==> config.mk <==
export PLATFORM = sky130hd
export DESIGN_NAME = mie_exec
export DESIGN_NICKNAME = d
export VERILOG_FILES = /design/src/mie_alu.sv /design/src/mie_exec.sv
export SDC_FILE = /design/constraint.sdc
export NUM_CORES = 1
export LEC_CHECK = 0
export BUFFER_PORTS_ARGS = -buffer_cell sky130_fd_sc_hd__buf_2
export CAP_MARGIN = 40
export CORE_MARGIN = 2
export CORE_UTILIZATION = 35
export CTS_CLUSTER_SIZE = 40
export DETAILED_ROUTE_END_ITERATION = 7
export PLACE_DENSITY = 0.56
export SETUP_SLACK_MARGIN = 0.05
export SLEW_MARGIN = 20
export SYNTH_ARGS = -nofsm -noshare
export SYNTH_HDL_FRONTEND = slang
export SYNTH_SLANG_ARGS = --single-unit
==> constraint.sdc <==
create_clock -name clk -period 4.2 [get_ports clk]
set_input_delay 0.42 -clock clk [delete_from_list [all_inputs] [get_ports clk]]
set_output_delay 0.42 -clock clk [all_outputs]
set_load 0.03 [all_outputs]
==> src/mie_alu.sv <==
// shared constants, carrier types and the data path of the executor
`timescale 1ns/100ps
package mie_pkg;
  localparam int         PC_W      = 15;
  localparam int         DW        = 8;
  localparam logic [3:0] BCD_MAX   = 4'h9;
  localparam logic [3:0] BCD_FIX   = 4'h6;
  localparam logic [7:0] ACC_RST   = 8'h00;
  localparam logic [7:0] ONE_BYTE  = 8'h01;
  localparam logic [7:0] ZERO_BYTE = 8'h00;
  localparam logic [PC_W-1:0] PC_RST = 15'h0000;

  // instruction codes of the executed slice
  typedef enum logic [4:0] {
    OP_NOP        = 5'h00,
    OP_PRECLR_1   = 5'h01,
    OP_PRECLR_2   = 5'h02,
    OP_INV_MEM    = 5'h03,
    OP_INV_ACC    = 5'h04,
    OP_DEC_ADJ    = 5'h05,
    OP_DEC_MEM    = 5'h06,
    OP_DEC_ACC    = 5'h07,
    OP_INC_MEM    = 5'h08,
    OP_INC_ACC    = 5'h09,
    OP_HALT       = 5'h0A,
    OP_BRANCH     = 5'h0B,
    OP_MOV_A_M    = 5'h0C,
    OP_MOV_A_X    = 5'h0D,
    OP_MOV_M_A    = 5'h0E,
    OP_OR_A_M     = 5'h0F,
    OP_OR_A_X     = 5'h10,
    OP_OR_MEM     = 5'h11,
    OP_SUB_EXIT   = 5'h12,
    OP_SUB_EXIT_X = 5'h13,
    OP_INT_RETURN = 5'h14,
    OP_ROT_MEM    = 5'h15,
    OP_ROT_ACC    = 5'h16
  } mie_op_t;

  // executor sequencing, one-hot
  typedef enum logic [2:0] {
    ST_RUN   = 3'b001,
    ST_DUMMY = 3'b010,
    ST_HALT  = 3'b100
  } mie_state_t;

  // last pre-clear seen, for the alternation check
  typedef enum logic [1:0] {
    PCL_NONE   = 2'b00,
    PCL_FIRST  = 2'b01,
    PCL_SECOND = 2'b10
  } mie_pcl_t;

  typedef struct packed {
    logic            valid;
    mie_op_t         op;
    logic [7:0]      imm;
    logic [PC_W-1:0] target;
  } mie_instr_t;

  typedef struct packed {
    logic       en;
    logic [7:0] data;
  } mie_mem_wr_t;

  typedef struct packed {
    logic zero;
    logic carry;
    logic watchdog_timeout_flag;
    logic power_down_flag;
    logic master_interrupt_enable;
  } mie_flags_t;
endpackage : mie_pkg

// combinational result of one data instruction
module mie_alu (
  input  wire mie_pkg::mie_op_t op,
  input  wire logic [7:0]       acc,
  input  wire logic [7:0]       mem,
  input  wire logic [7:0]       imm,
  input  wire logic             carry,
  input  wire logic             auxiliary_carry_flag,
  output logic [7:0]            result,
  output logic                  zero,
  output logic                  carry_out
);
  logic       lo_fix;
  logic       hi_fix;
  logic [8:0] adj_sum;

  // decimal correction terms
  always_comb begin
    lo_fix  = (acc[3:0] > mie_pkg::BCD_MAX) || auxiliary_carry_flag;
    hi_fix  = (acc[7:4] > mie_pkg::BCD_MAX) || carry;
    adj_sum = {1'b0, acc} + {1'b0, (hi_fix ? mie_pkg::BCD_FIX : 4'h0),
                             (lo_fix ? mie_pkg::BCD_FIX : 4'h0)};
  end

  // result select per operation
  always_comb begin
    result    = mem;
    carry_out = carry;
    unique case (op)
      mie_pkg::OP_INV_MEM, mie_pkg::OP_INV_ACC: result = ~mem;
      mie_pkg::OP_DEC_MEM, mie_pkg::OP_DEC_ACC: result = mem - mie_pkg::ONE_BYTE;
      mie_pkg::OP_INC_MEM, mie_pkg::OP_INC_ACC: result = mem + mie_pkg::ONE_BYTE;
      mie_pkg::OP_OR_A_M, mie_pkg::OP_OR_MEM:   result = acc | mem;
      mie_pkg::OP_OR_A_X:                       result = acc | imm;
      mie_pkg::OP_ROT_MEM, mie_pkg::OP_ROT_ACC: result = {mem[6:0], mem[7]};
      mie_pkg::OP_MOV_A_X, mie_pkg::OP_SUB_EXIT_X: result = imm;
      mie_pkg::OP_MOV_M_A:                      result = acc;
      mie_pkg::OP_DEC_ADJ: begin
        result    = adj_sum[7:0];
        carry_out = carry | hi_fix | adj_sum[8];
      end
      default:                                  result = mem;
    endcase
    zero = (result == mie_pkg::ZERO_BYTE);
  end
endmodule : mie_alu

==> src/mie_exec.sv <==
// executor for a slice of an 8-bit controller instruction set
//
// Contract
// - either pre-clear acts only right after the other one
// - effective pre-clear clears counter, timeout, power-down
// - otherwise timeout and power-down flags keep value
// - invert memory byte in place, zero flag only
// - invert to accumulator, memory unchanged, zero only
// - low nibble plus six above nine or aux
// - high nibble plus six above nine or carry
// - decimal result to memory, only carry changes
// - decrement memory in place, zero flag only
// - increment memory in place, zero flag only
// - increment or decrement to accumulator, memory unchanged
// - power-down stops execution, keeps all state
// - power-down clears counters, sets power-down, clears timeout
// - branch loads counter, two cycles, no flags
// - moves copy bytes, alter no flag
// - no-operation changes nothing
// - OR to accumulator or memory, zero only
// - subroutine exit reloads counter from stack
// - exit with literal also loads accumulator
// - interrupt return reloads counter, sets enable
// - pending interrupt served before main program
// - rotate left, bit seven into bit zero
`timescale 1ns/100ps

module mie_exec (
  input  wire logic                          clk,
  input  wire logic                          sys_rst,
  input  wire mie_pkg::mie_instr_t           instr,
  input  wire logic [7:0]                    mem_rdata,
  input  wire logic [mie_pkg::PC_W-1:0]      stack_top,
  input  wire logic                          auxiliary_carry_flag,
  input  wire logic                          interrupt_pending,
  input  wire logic                          watchdog_timeout_evt,
  input  wire logic                          wake,
  output logic                               ready,
  output logic [7:0]                         acc,
  output mie_pkg::mie_flags_t                flags,
  output mie_pkg::mie_mem_wr_t               mem_wr,
  output logic [mie_pkg::PC_W-1:0]           pc,
  output logic                               pc_load,
  output logic                               stack_pop,
  output logic                               watchdog_counter_clear,
  output logic                               prescaler_clear,
  output logic                               clock_stop,
  output logic                               interrupt_service
);
  mie_pkg::mie_state_t  state;
  mie_pkg::mie_state_t  next_state;
  mie_pkg::mie_pcl_t    pcl;
  mie_pkg::mie_pcl_t    next_pcl;
  mie_pkg::mie_flags_t  next_flags;
  mie_pkg::mie_mem_wr_t next_mem_wr;
  logic [7:0]           next_acc;
  logic [mie_pkg::PC_W-1:0] next_pc;
  logic                 next_pc_load;
  logic                 next_stack_pop;
  logic                 next_wd_clear;
  logic                 next_presc_clear;
  logic                 next_interrupt_service;
  logic                 take;
  logic [7:0]           alu_result;
  logic                 alu_zero;
  logic                 alu_carry;
  logic                 preclr_hit;

  // shared data path
  mie_alu u_alu (
    .op                   (instr.op),
    .acc                  (acc),
    .mem                  (mem_rdata),
    .imm                  (instr.imm),
    .carry                (flags.carry),
    .auxiliary_carry_flag (auxiliary_carry_flag),
    .result               (alu_result),
    .zero                 (alu_zero),
    .carry_out            (alu_carry)
  );

  // ready is the run bit of the one-hot state
  assign ready      = state[0];
  assign clock_stop = state[2];
  assign take       = instr.valid && (state == mie_pkg::ST_RUN);

  // next values of the whole executor
  always_comb begin
    next_state             = state;
    next_pcl               = pcl;
    next_flags             = flags;
    next_acc               = acc;
    next_pc                = pc;
    next_pc_load           = 1'b0;
    next_stack_pop         = 1'b0;
    next_wd_clear          = 1'b0;
    next_presc_clear       = 1'b0;
    next_interrupt_service = 1'b0;
    next_mem_wr            = '0;
    preclr_hit             = 1'b0;
    unique case (state)
      mie_pkg::ST_RUN: begin
        if (take) begin
          // any other instruction breaks the pre-clear pair
          next_pcl = mie_pkg::PCL_NONE;
          unique case (instr.op)
            mie_pkg::OP_PRECLR_1, mie_pkg::OP_PRECLR_2: begin
              preclr_hit = (instr.op == mie_pkg::OP_PRECLR_1) ?
                           (pcl == mie_pkg::PCL_SECOND) : (pcl == mie_pkg::PCL_FIRST);
              if (preclr_hit) begin
                next_wd_clear                    = 1'b1;
                next_flags.watchdog_timeout_flag = 1'b0;
                next_flags.power_down_flag       = 1'b0;
                next_pcl                         = mie_pkg::PCL_NONE;
              end else begin
                next_pcl = (instr.op == mie_pkg::OP_PRECLR_1) ?
                           mie_pkg::PCL_FIRST : mie_pkg::PCL_SECOND;
              end
            end
            mie_pkg::OP_INV_MEM, mie_pkg::OP_DEC_MEM, mie_pkg::OP_INC_MEM,
            mie_pkg::OP_OR_MEM: begin
              next_mem_wr.en   = 1'b1;
              next_mem_wr.data = alu_result;
              next_flags.zero  = alu_zero;
            end
            mie_pkg::OP_INV_ACC, mie_pkg::OP_DEC_ACC, mie_pkg::OP_INC_ACC,
            mie_pkg::OP_OR_A_M, mie_pkg::OP_OR_A_X: begin
              next_acc        = alu_result;
              next_flags.zero = alu_zero;
            end
            mie_pkg::OP_DEC_ADJ: begin
              next_mem_wr.en   = 1'b1;
              next_mem_wr.data = alu_result;
              next_flags.carry = alu_carry;
            end
            mie_pkg::OP_ROT_MEM, mie_pkg::OP_MOV_M_A: begin
              next_mem_wr.en   = 1'b1;
              next_mem_wr.data = alu_result;
            end
            mie_pkg::OP_ROT_ACC, mie_pkg::OP_MOV_A_M, mie_pkg::OP_MOV_A_X: begin
              next_acc = alu_result;
            end
            mie_pkg::OP_HALT: begin
              next_wd_clear                    = 1'b1;
              next_presc_clear                 = 1'b1;
              next_flags.power_down_flag       = 1'b1;
              next_flags.watchdog_timeout_flag = 1'b0;
              next_state                       = mie_pkg::ST_HALT;
            end
            mie_pkg::OP_BRANCH: begin
              next_pc      = instr.target;
              next_pc_load = 1'b1;
              next_state   = mie_pkg::ST_DUMMY;
            end
            mie_pkg::OP_SUB_EXIT, mie_pkg::OP_SUB_EXIT_X,
            mie_pkg::OP_INT_RETURN: begin
              next_pc        = stack_top;
              next_pc_load   = 1'b1;
              next_stack_pop = 1'b1;
              next_state     = mie_pkg::ST_DUMMY;
              if (instr.op == mie_pkg::OP_SUB_EXIT_X) begin
                next_acc = alu_result;
              end
              if (instr.op == mie_pkg::OP_INT_RETURN) begin
                next_flags.master_interrupt_enable = 1'b1;
                next_interrupt_service = interrupt_pending;
              end
            end
            default: ; // no-operation: nothing moves
          endcase
        end
      end
      mie_pkg::ST_DUMMY: begin
        next_state = mie_pkg::ST_RUN;
      end
      mie_pkg::ST_HALT: begin
        if (wake) begin
          next_state = mie_pkg::ST_RUN;
        end
      end
      default: next_state = mie_pkg::ST_RUN;
    endcase
    // a timeout in the clearing cycle still lands
    if (watchdog_timeout_evt) begin
      next_flags.watchdog_timeout_flag = 1'b1;
    end
  end

  // register stage of the executor
  always_ff @(posedge clk or posedge sys_rst) begin
    if (sys_rst) begin
      state                  <= mie_pkg::ST_RUN;
      pcl                    <= mie_pkg::PCL_NONE;
      flags                  <= '0;
      acc                    <= mie_pkg::ACC_RST;
      pc                     <= mie_pkg::PC_RST;
      pc_load                <= 1'b0;
      stack_pop              <= 1'b0;
      watchdog_counter_clear <= 1'b0;
      prescaler_clear        <= 1'b0;
      interrupt_service      <= 1'b0;
      mem_wr                 <= '0;
    end else begin
      state                  <= next_state;
      pcl                    <= next_pcl;
      flags                  <= next_flags;
      acc                    <= next_acc;
      pc                     <= next_pc;
      pc_load                <= next_pc_load;
      stack_pop              <= next_stack_pop;
      watchdog_counter_clear <= next_wd_clear;
      prescaler_clear        <= next_presc_clear;
      interrupt_service      <= next_interrupt_service;
      mem_wr                 <= next_mem_wr;
    end
  end
endmodule : mie_exec

==> key figures, run 1 <==
Outcome
  – Status: finished clean

Finish
  – Diode count: 0
  – Filler cell count: 870
  – Reg area: 1180 um2
  – Non-Filler Instances: 549
  – Layout cells sized above 1: 29.9%
  – Multi-input gate area: 1730 um2
  – NumNets Final: 504
  – Area growth, synth to finish: 22.6%

STA
  – Fin crit period: 2890 ps
  – Rel. slew slack: 45.6%
  – RSZ-0062 raised after global routing: no
  – Final Hold Fails: 0
  – Final setup fails: 0
  – Achievable clock frequency: 0.346 GHz
  – Slew Limit Fails: 0
  – Post-route setup TNS: 0 ps
  – Clk_skew: 2.87 ps
  – Pin slew with the least headroom to its limit: 810 ps
  – Tcrit/Tclk final: 68.8%

Setup path
  – CP Data Required Time: 4390 ps
  – Crit end category: register
  – Critical path startpoint category: input port
  – Slowest stage cell, crit path: or3b_2
  – Crit path kind: input port to register
  – Worst EP arrival: 3080 ps
  – Crit path max-delay family: simple AND/OR/NAND/NOR gates
  – Worst-path fanout max: 27
  – Worst path cell trace: buf_2, nor4b_2, xnor2_1, ha_1, nor2_1, nand3_1, nand2_1, a211o_1, a21oi_1, or3b_2, o41ai_2
  – Critical Path Max Stage Delay: 480 ps
  – Sum of buffers and inverters on the critical path: 1

Placement
  – DP Cell Count: 540
  – Hpwl dp: 6.53 mm
  – Final Wtd Congestion: 0.872
  – PortBufs: 101

Floorplanning
  – Die W: 97.7 um
  – Cell Rows: 34
  – Full die area: 9540 um2
  – Die height: 97.7 um
  – Core area: 8640 um2
  – Initial Util: 35.6%
  – IO Pins: 102

Clock tree
  – H-tree depth: 2
  – Clock-pin slew on the worst setup and hold paths: 80 ps
  – Post-CTS Setup Bufs: 0
  – CTS max path bufs: 2
  – CTS Hold Buffers Added: 0
  – Worst skew pair latency: 290 ps
  – Cts bufs inserted: 5
  – TritonCTS clock tree: done
  – Root buf cell: clkbuf_8
  – # resized after CTS: 0
  – CTS Sinks: 47

Synth
  – Area share of the largest cell type after synthesis: 37.5%
  – Post-synthesis sequential area ratio: 38.3%
  – Largest area contributor in the netlist: dfrtp_1
  – EDFF count, synth: 0
  – Most common cell in the synthesized netlist: dfrtp_1
  – Warnings, synthesis: 0
  – Synth async-reset ratio: 100%
  – List of most frequent post-synthesis cells: dfrtp_1 (46), nand2_1 (39), nor2_1 (30), o21ai_0 (30), a21oi_1 (17)
  – Gate Count Post-Synth: 351
  – Synth Register Bits: 47
  – Library cells used by synthesis: 64
  – Mean Syn Cell Area: 8.75 um2
  – Post-synthesis instance area: 3070 um2
  – Syn nets: 415
  – Top post-synthesis cells by area: dfrtp_1 (37%), mux2i_1 (5.2%), o21ai_0 (4.9%)
  – Most used DFF post-synth: dfrtp_1

GRT
  – Gr ovfl total: 0
  – Tot GR Track Use: 18.0%
  – Met2 Track Usage GR: 29.9%
  – First-pass GRT wire length: 14.1 mm
  – Routing usage on met1: 24.2%
  – Pin count of the biggest net entering global routing: 33
  – GRT met3 Usage: 3.67%
  – Initial antenna violation count: 0
  – GRT Max-Usage Layer: met2
  – Vias in the first global route: 2801

Detailed routing
  – Post-DRT Antenna Nets: 0
  – Iter 0 DRT Violations: 151
  – Vias after detailed routing: 2914
  – Via-to-Cell Ratio: 5.31
  – # DRC: 0
  – Final wirelength: 8.53 mm
  – Drt wl/cell: 15.5 um
  – DR pass1 iterations: 4

Pwr
  – Power Dens Cells: 413 nW/um2
  – Leak: 1.94 nW
  – VDD IR max: 0.174 mV
  – Total Power: 1.56 mW

Run
  – Max cap viols: 0

Min path
  – Min-delay worst type: input port to asynchronous set/reset pin
-- routing by layer --
layer	routed length [um]	part of all wire, %	vias to the layer above
met5	0	0	-
met4	140	1.6	0
met3	508	6.0	12
met2	4090	48	98
met1	3800	44	1349
li1	-	-	1455
-- worst reg2reg max path: cells and delay by family, from the launching register on --
family                     cells  cell delay, ps
and+or+nand+nor                3             510
adders and majority gates      2             640
DFF                            1             520
xor gates and xnor gates       1             130
buffers and inverters          1              60
AOI/OAI and AO/OA              4             940
-- final cells by class --
| cell class | count | area share (%) |
|---|---|---|
| clock buffer | 8 | 2.66 |
| inverter | 14 | 1.40 |
| multi-input combinational | 266 | 45.9 |
| sequential | 47 | 31.3 |
| tap | 108 | 3.59 |
| timing repair buffer | 106 | 15.1 |
-- sequential cells by signal (all words and copies together) (netlist names), 2 cells and up --
| signal | cells |
|---|---|
| acc | 8 |
| flags | 5 |
| mem_wr | 9 |
| pc | 15 |
| pcl | 2 |
| state | 3 |
-- power breakdown --
| part | internal, mW | total, mW | switching (mW) |
|---|---|---|---|
| Combinational | 0.237 | 0.654 | 0.417 |
| Sequential | 0.531 | 0.611 | 0.0798 |
| Clock | 0.150 | 0.291 | 0.141 |
| Total | 0.918 | 1.56 | 0.638 |
-- cells in the final DEF, fill, tap and decap left out, types with 5 or more instances in the layout --
cell and count:
nor2_1 30, nand2_1 39, nor2b_1 5, ha_1 5, inv_1 13, clkbuf_8 7, dfrtp_1 46, a21o_1 6
a21oi_1 17, o21ai_0 29, buf_2 101, and3_1 5, nand3_1 8, or3_1 5, nor3_1 9, nand2b_1 6
mux2i_1 16, nor3b_1 5
-- logic make-up (layout without fill, tap and decap cells) --
family,count (synthesis),in the layout,share of synthesized area (%)
buffers and inverters,38,128,5.46
and+or+nand+nor,135,135,23.1
DFF,47,47,38.3
xor gates and xnor gates,7,7,2.00
muxes,18,18,5.95
adders and majority gates,6,6,2.69
AOI/OAI and AO/OA,100,100,22.4
-- metrics by stage --
stage	setup slack [ps]	hold slack, ps	util (%)	cell area (um2)
final	1310	160	43.6	3770
after floorplan	1400	451	-	3070
after global placement	1040	446	41.9	3620
after CTS	1330	172	43.4	3750
after detailed placement	1020	465	42.3	3650
after global routing	1080	194	43.6	3770
-- path summary, 6_finish.rpt --
| path | start | end | slack (ps) | cells past startpoint |
|---|---|---|---|---|
| max | instr[26] | flags[4] | 1310 | 11 |
| min | sys_rst | pc[6] | 160 | 2 |
| max reg2reg | acc[3] | flags[4] | 1320 | 11 |
| min reg2reg | pc[9] | pc[9] | 480 | 2 |
| max in group asynchronous | sys_rst | state[0] | 3450 | 3 |
| min in group clk | watchdog_timeout_evt | flags[2] | 310 | 2 |
No activity file was read; power rests on OpenSTA's default activity.
==> run 2, diff against run 1 <==
Settings changed: PLACE_DENSITY 0.56 to 0.58.
Clock period 4.2 ns to 2.4 ns, I/O delays scaled along.
==> run 2 against run 1 <==
Largest cell class unchanged. Count of clock-buffer cells in the layout shrank 3. Sequential share of layout area shrank 3.4 points. Register-to-register slack lost 1300 ps. Critical path type is now register to register. Global-route usage grew 1.2 points. Worst setup slack lost 1300 ps. Sequential cell count is the same. Wire length grew 7.8%. Final cell count grew 8.9%.
==> key figures, run 2 (same netlist as run 1, synthesis figures left out) <==
Outcome
  – Status: finished clean

Finish
  – Area growth, synth to finish: 38.0%
  – NumNets Final: 553 (+9.7%)
  – Most frequent cells in the layout: buf_2 (101), buf_4 (51), dfrtp_1 (44)
  – Commonest non-fill, non-tap cell in the layout: buf_2
  – Layout cells sized above 1: 40.0% (+10 points)
  – Max reg flops: 15 (unchanged)
  – Filler cell count: 846 (-2.8%)
  – Diode count: 0 (unchanged)
  – Biggest register: pc
  – Layout Utilization: 49.1% (+5.5 points)
  – Non-Filler Instances: 598 (+8.9%)
  – Regs by FF count: pc (15), mem_wr (9), acc (8)

Pwr
  – Leak: 2.20 nW (+13%)
  – Power Dens Cells: 728 nW/um2 (+76%)
  – VDD IR max: 0.323 mV (+85%)
  – Total Power: 3.08 mW (+98%)

Clock tree
  – Clock-pin slew on the worst setup and hold paths: 90 ps (about the same)
  – H-tree depth: 2 (unchanged)
  – TritonCTS clock tree: done
  – CTS max path bufs: 2 (unchanged)
  – Root buf cell: clkbuf_8
  – Worst skew pair latency: 310 ps (+20 ps)
  – CTS Sinks: 47 (unchanged)
  – Cts bufs inserted: 5 (unchanged)

Setup path
  – Flop2flop setup slack: 4 ps (-1320 ps)
  – Worst-path fanout max: 3 (-89%)
  – Worst EP arrival: 2600 ps (-480 ps)
  – Critical path startpoint category: register
  – CP Data Required Time: 2610 ps (-1780 ps)
  – Crit path kind: register to register
  – Crit end category: register

Placement
  – PortBufs: 101 (unchanged)
  – Final Wtd Congestion: 0.933 (+7.1%)
  – Hpwl dp: 7.13 mm (+9.2%)
  – DP Cell Count: 585 (+8.3%)
  – Setup WS pre-CTS: -153 ps (-1180 ps)

Floorplanning
  – Die height: 97.7 um (unchanged)
  – Core area: 8640 um2 (unchanged)
  – Die W: 97.7 um (unchanged)
  – IO Pins: 102 (unchanged)
  – Full die area: 9540 um2 (unchanged)
  – Initial Util: 35.6% (unchanged)
  – Cell Rows: 34 (unchanged)

Detailed routing
  – Via-to-Cell Ratio: 5.29 (-0.32%)
  – Vias after detailed routing: 3164 (+8.6%)
  – Post-DRT Antenna Nets: 0 (unchanged)
  – Iter 0 DRT Violations: 169 (+12%)
  – Drt wl/cell: 15.4 um (-1.1%)
  – DR pass1 iterations: 7 (+3)
  – Final wirelength: 9.20 mm (+7.8%)
  – # DRC: 0 (unchanged)

STA
  – Tcrit/Tclk final: 99.8%
  – Post-route setup TNS: 0 ps (unchanged)
  – RSZ-0062 raised after global routing: yes
  – Post-layout worst setup margin: 3.66 ps (-1310 ps)
  – Rel. slew slack: 65.9% (+20 points)
  – Final setup fails: 0 (unchanged)
  – Slew Limit Fails: 0 (unchanged)
  – Final Hold Fails: 0 (unchanged)
  – Achievable clock frequency: 0.417 GHz
  – Fin crit period: 2400 ps
  – Clk_skew: 8.63 ps (+5.76 ps)
  – Pin slew with the least headroom to its limit: 504 ps (-305 ps)

GRT
  – First-pass GRT wire length: 14.9 mm (+5.4%)
  – Tot GR Track Use: 19.2% (+1.2 points)
  – Gr ovfl total: 0 (unchanged)
  – Pin count of the biggest net entering global routing: 37 (+12%)
  – Initial antenna violation count: 0 (unchanged)
  – Vias in the first global route: 3034 (+8.3%)

Run
  – Max cap viols: 0 (unchanged)

Min path
  – Min-delay worst type: input port to register
[run 2: cell types whose count changed in the layout (fill, tap and decap cells not counted), sizes merged]
cell         change
buf             +48
clkbuf           -3
clkinv           +2
bufinv           +1
dlygate4sd3      +1
[run 2: report_power, final]
| part | internal [mW] | switching, mW |
|---|---|---|
| clock | 0.310 | 0.280 |
| combinational | 0.601 | 0.869 |
| sequential | 0.931 | 0.0921 |
[run 2: final cells by class]
class                   count  area (um2)  area share [%]
well taps                 108         135            3.19
inverters                  14        52.6            1.24
repair buffers            155         946            22.3
multi-input cells         266        1810            42.8
flip-flops and latches     47        1180            27.8
clock buffers               5        68.8            1.62
clock inverters             3        43.8            1.03
[run 2: worst paths after layout]
kind | from | to | cells after the start
worst min register to register | flags[2] | flags[2] | 1
worst min-delay path | watchdog_timeout_evt | flags[2] | 2
max in group asynchronous | sys_rst | pc[10] | 5
min in group asynchronous | sys_rst | mem_wr[2] | 3
worst max register to register | acc[1] | flags[4] | 10
worst max-delay path | acc[1] | flags[4] | 10
[run 2: metal layers]
layer	track usage, %	up-vias	routed length, um
met4	4.49	0	133
met5	0	-	0
li1	-	1549	-
met2	30.8	105	4460
met3	4.39	13	618
met1	26.3	1497	3980
[run 2: metrics by stage]
step / hold slack [ps] / instance area, um2
final: 107 / 4240
after floorplan: 332 / 3110
after detailed placement: 420 / 4010
after global routing: 93.6 / 4240
after global placement: 417 / 4010
after CTS: 78.8 / 4150
[run 2: worst max-delay path: stages, from the launching register on]
cell and delay (ps):
dfrtp_1 390, o21ai_2 130, nand2b_1 110, ha_1 280
a21o_1 210, nand2_1 90, xor2_1 150, o21ai_1 90
a21oi_2 160, or3b_4 400, o41ai_2 280
[run 2: timing repair]
| action | in CTS | in global routing |
|---|---|---|
| hold buffers | 0 | 1 |
| setup endpoints to repair | 4 | 4 |
| hold endpoints to repair | 0 | 12 |
| buffers inserted | 1 | 2 |
| pin swaps | 1 | 8 |
| resized for setup | 4 | 5 |
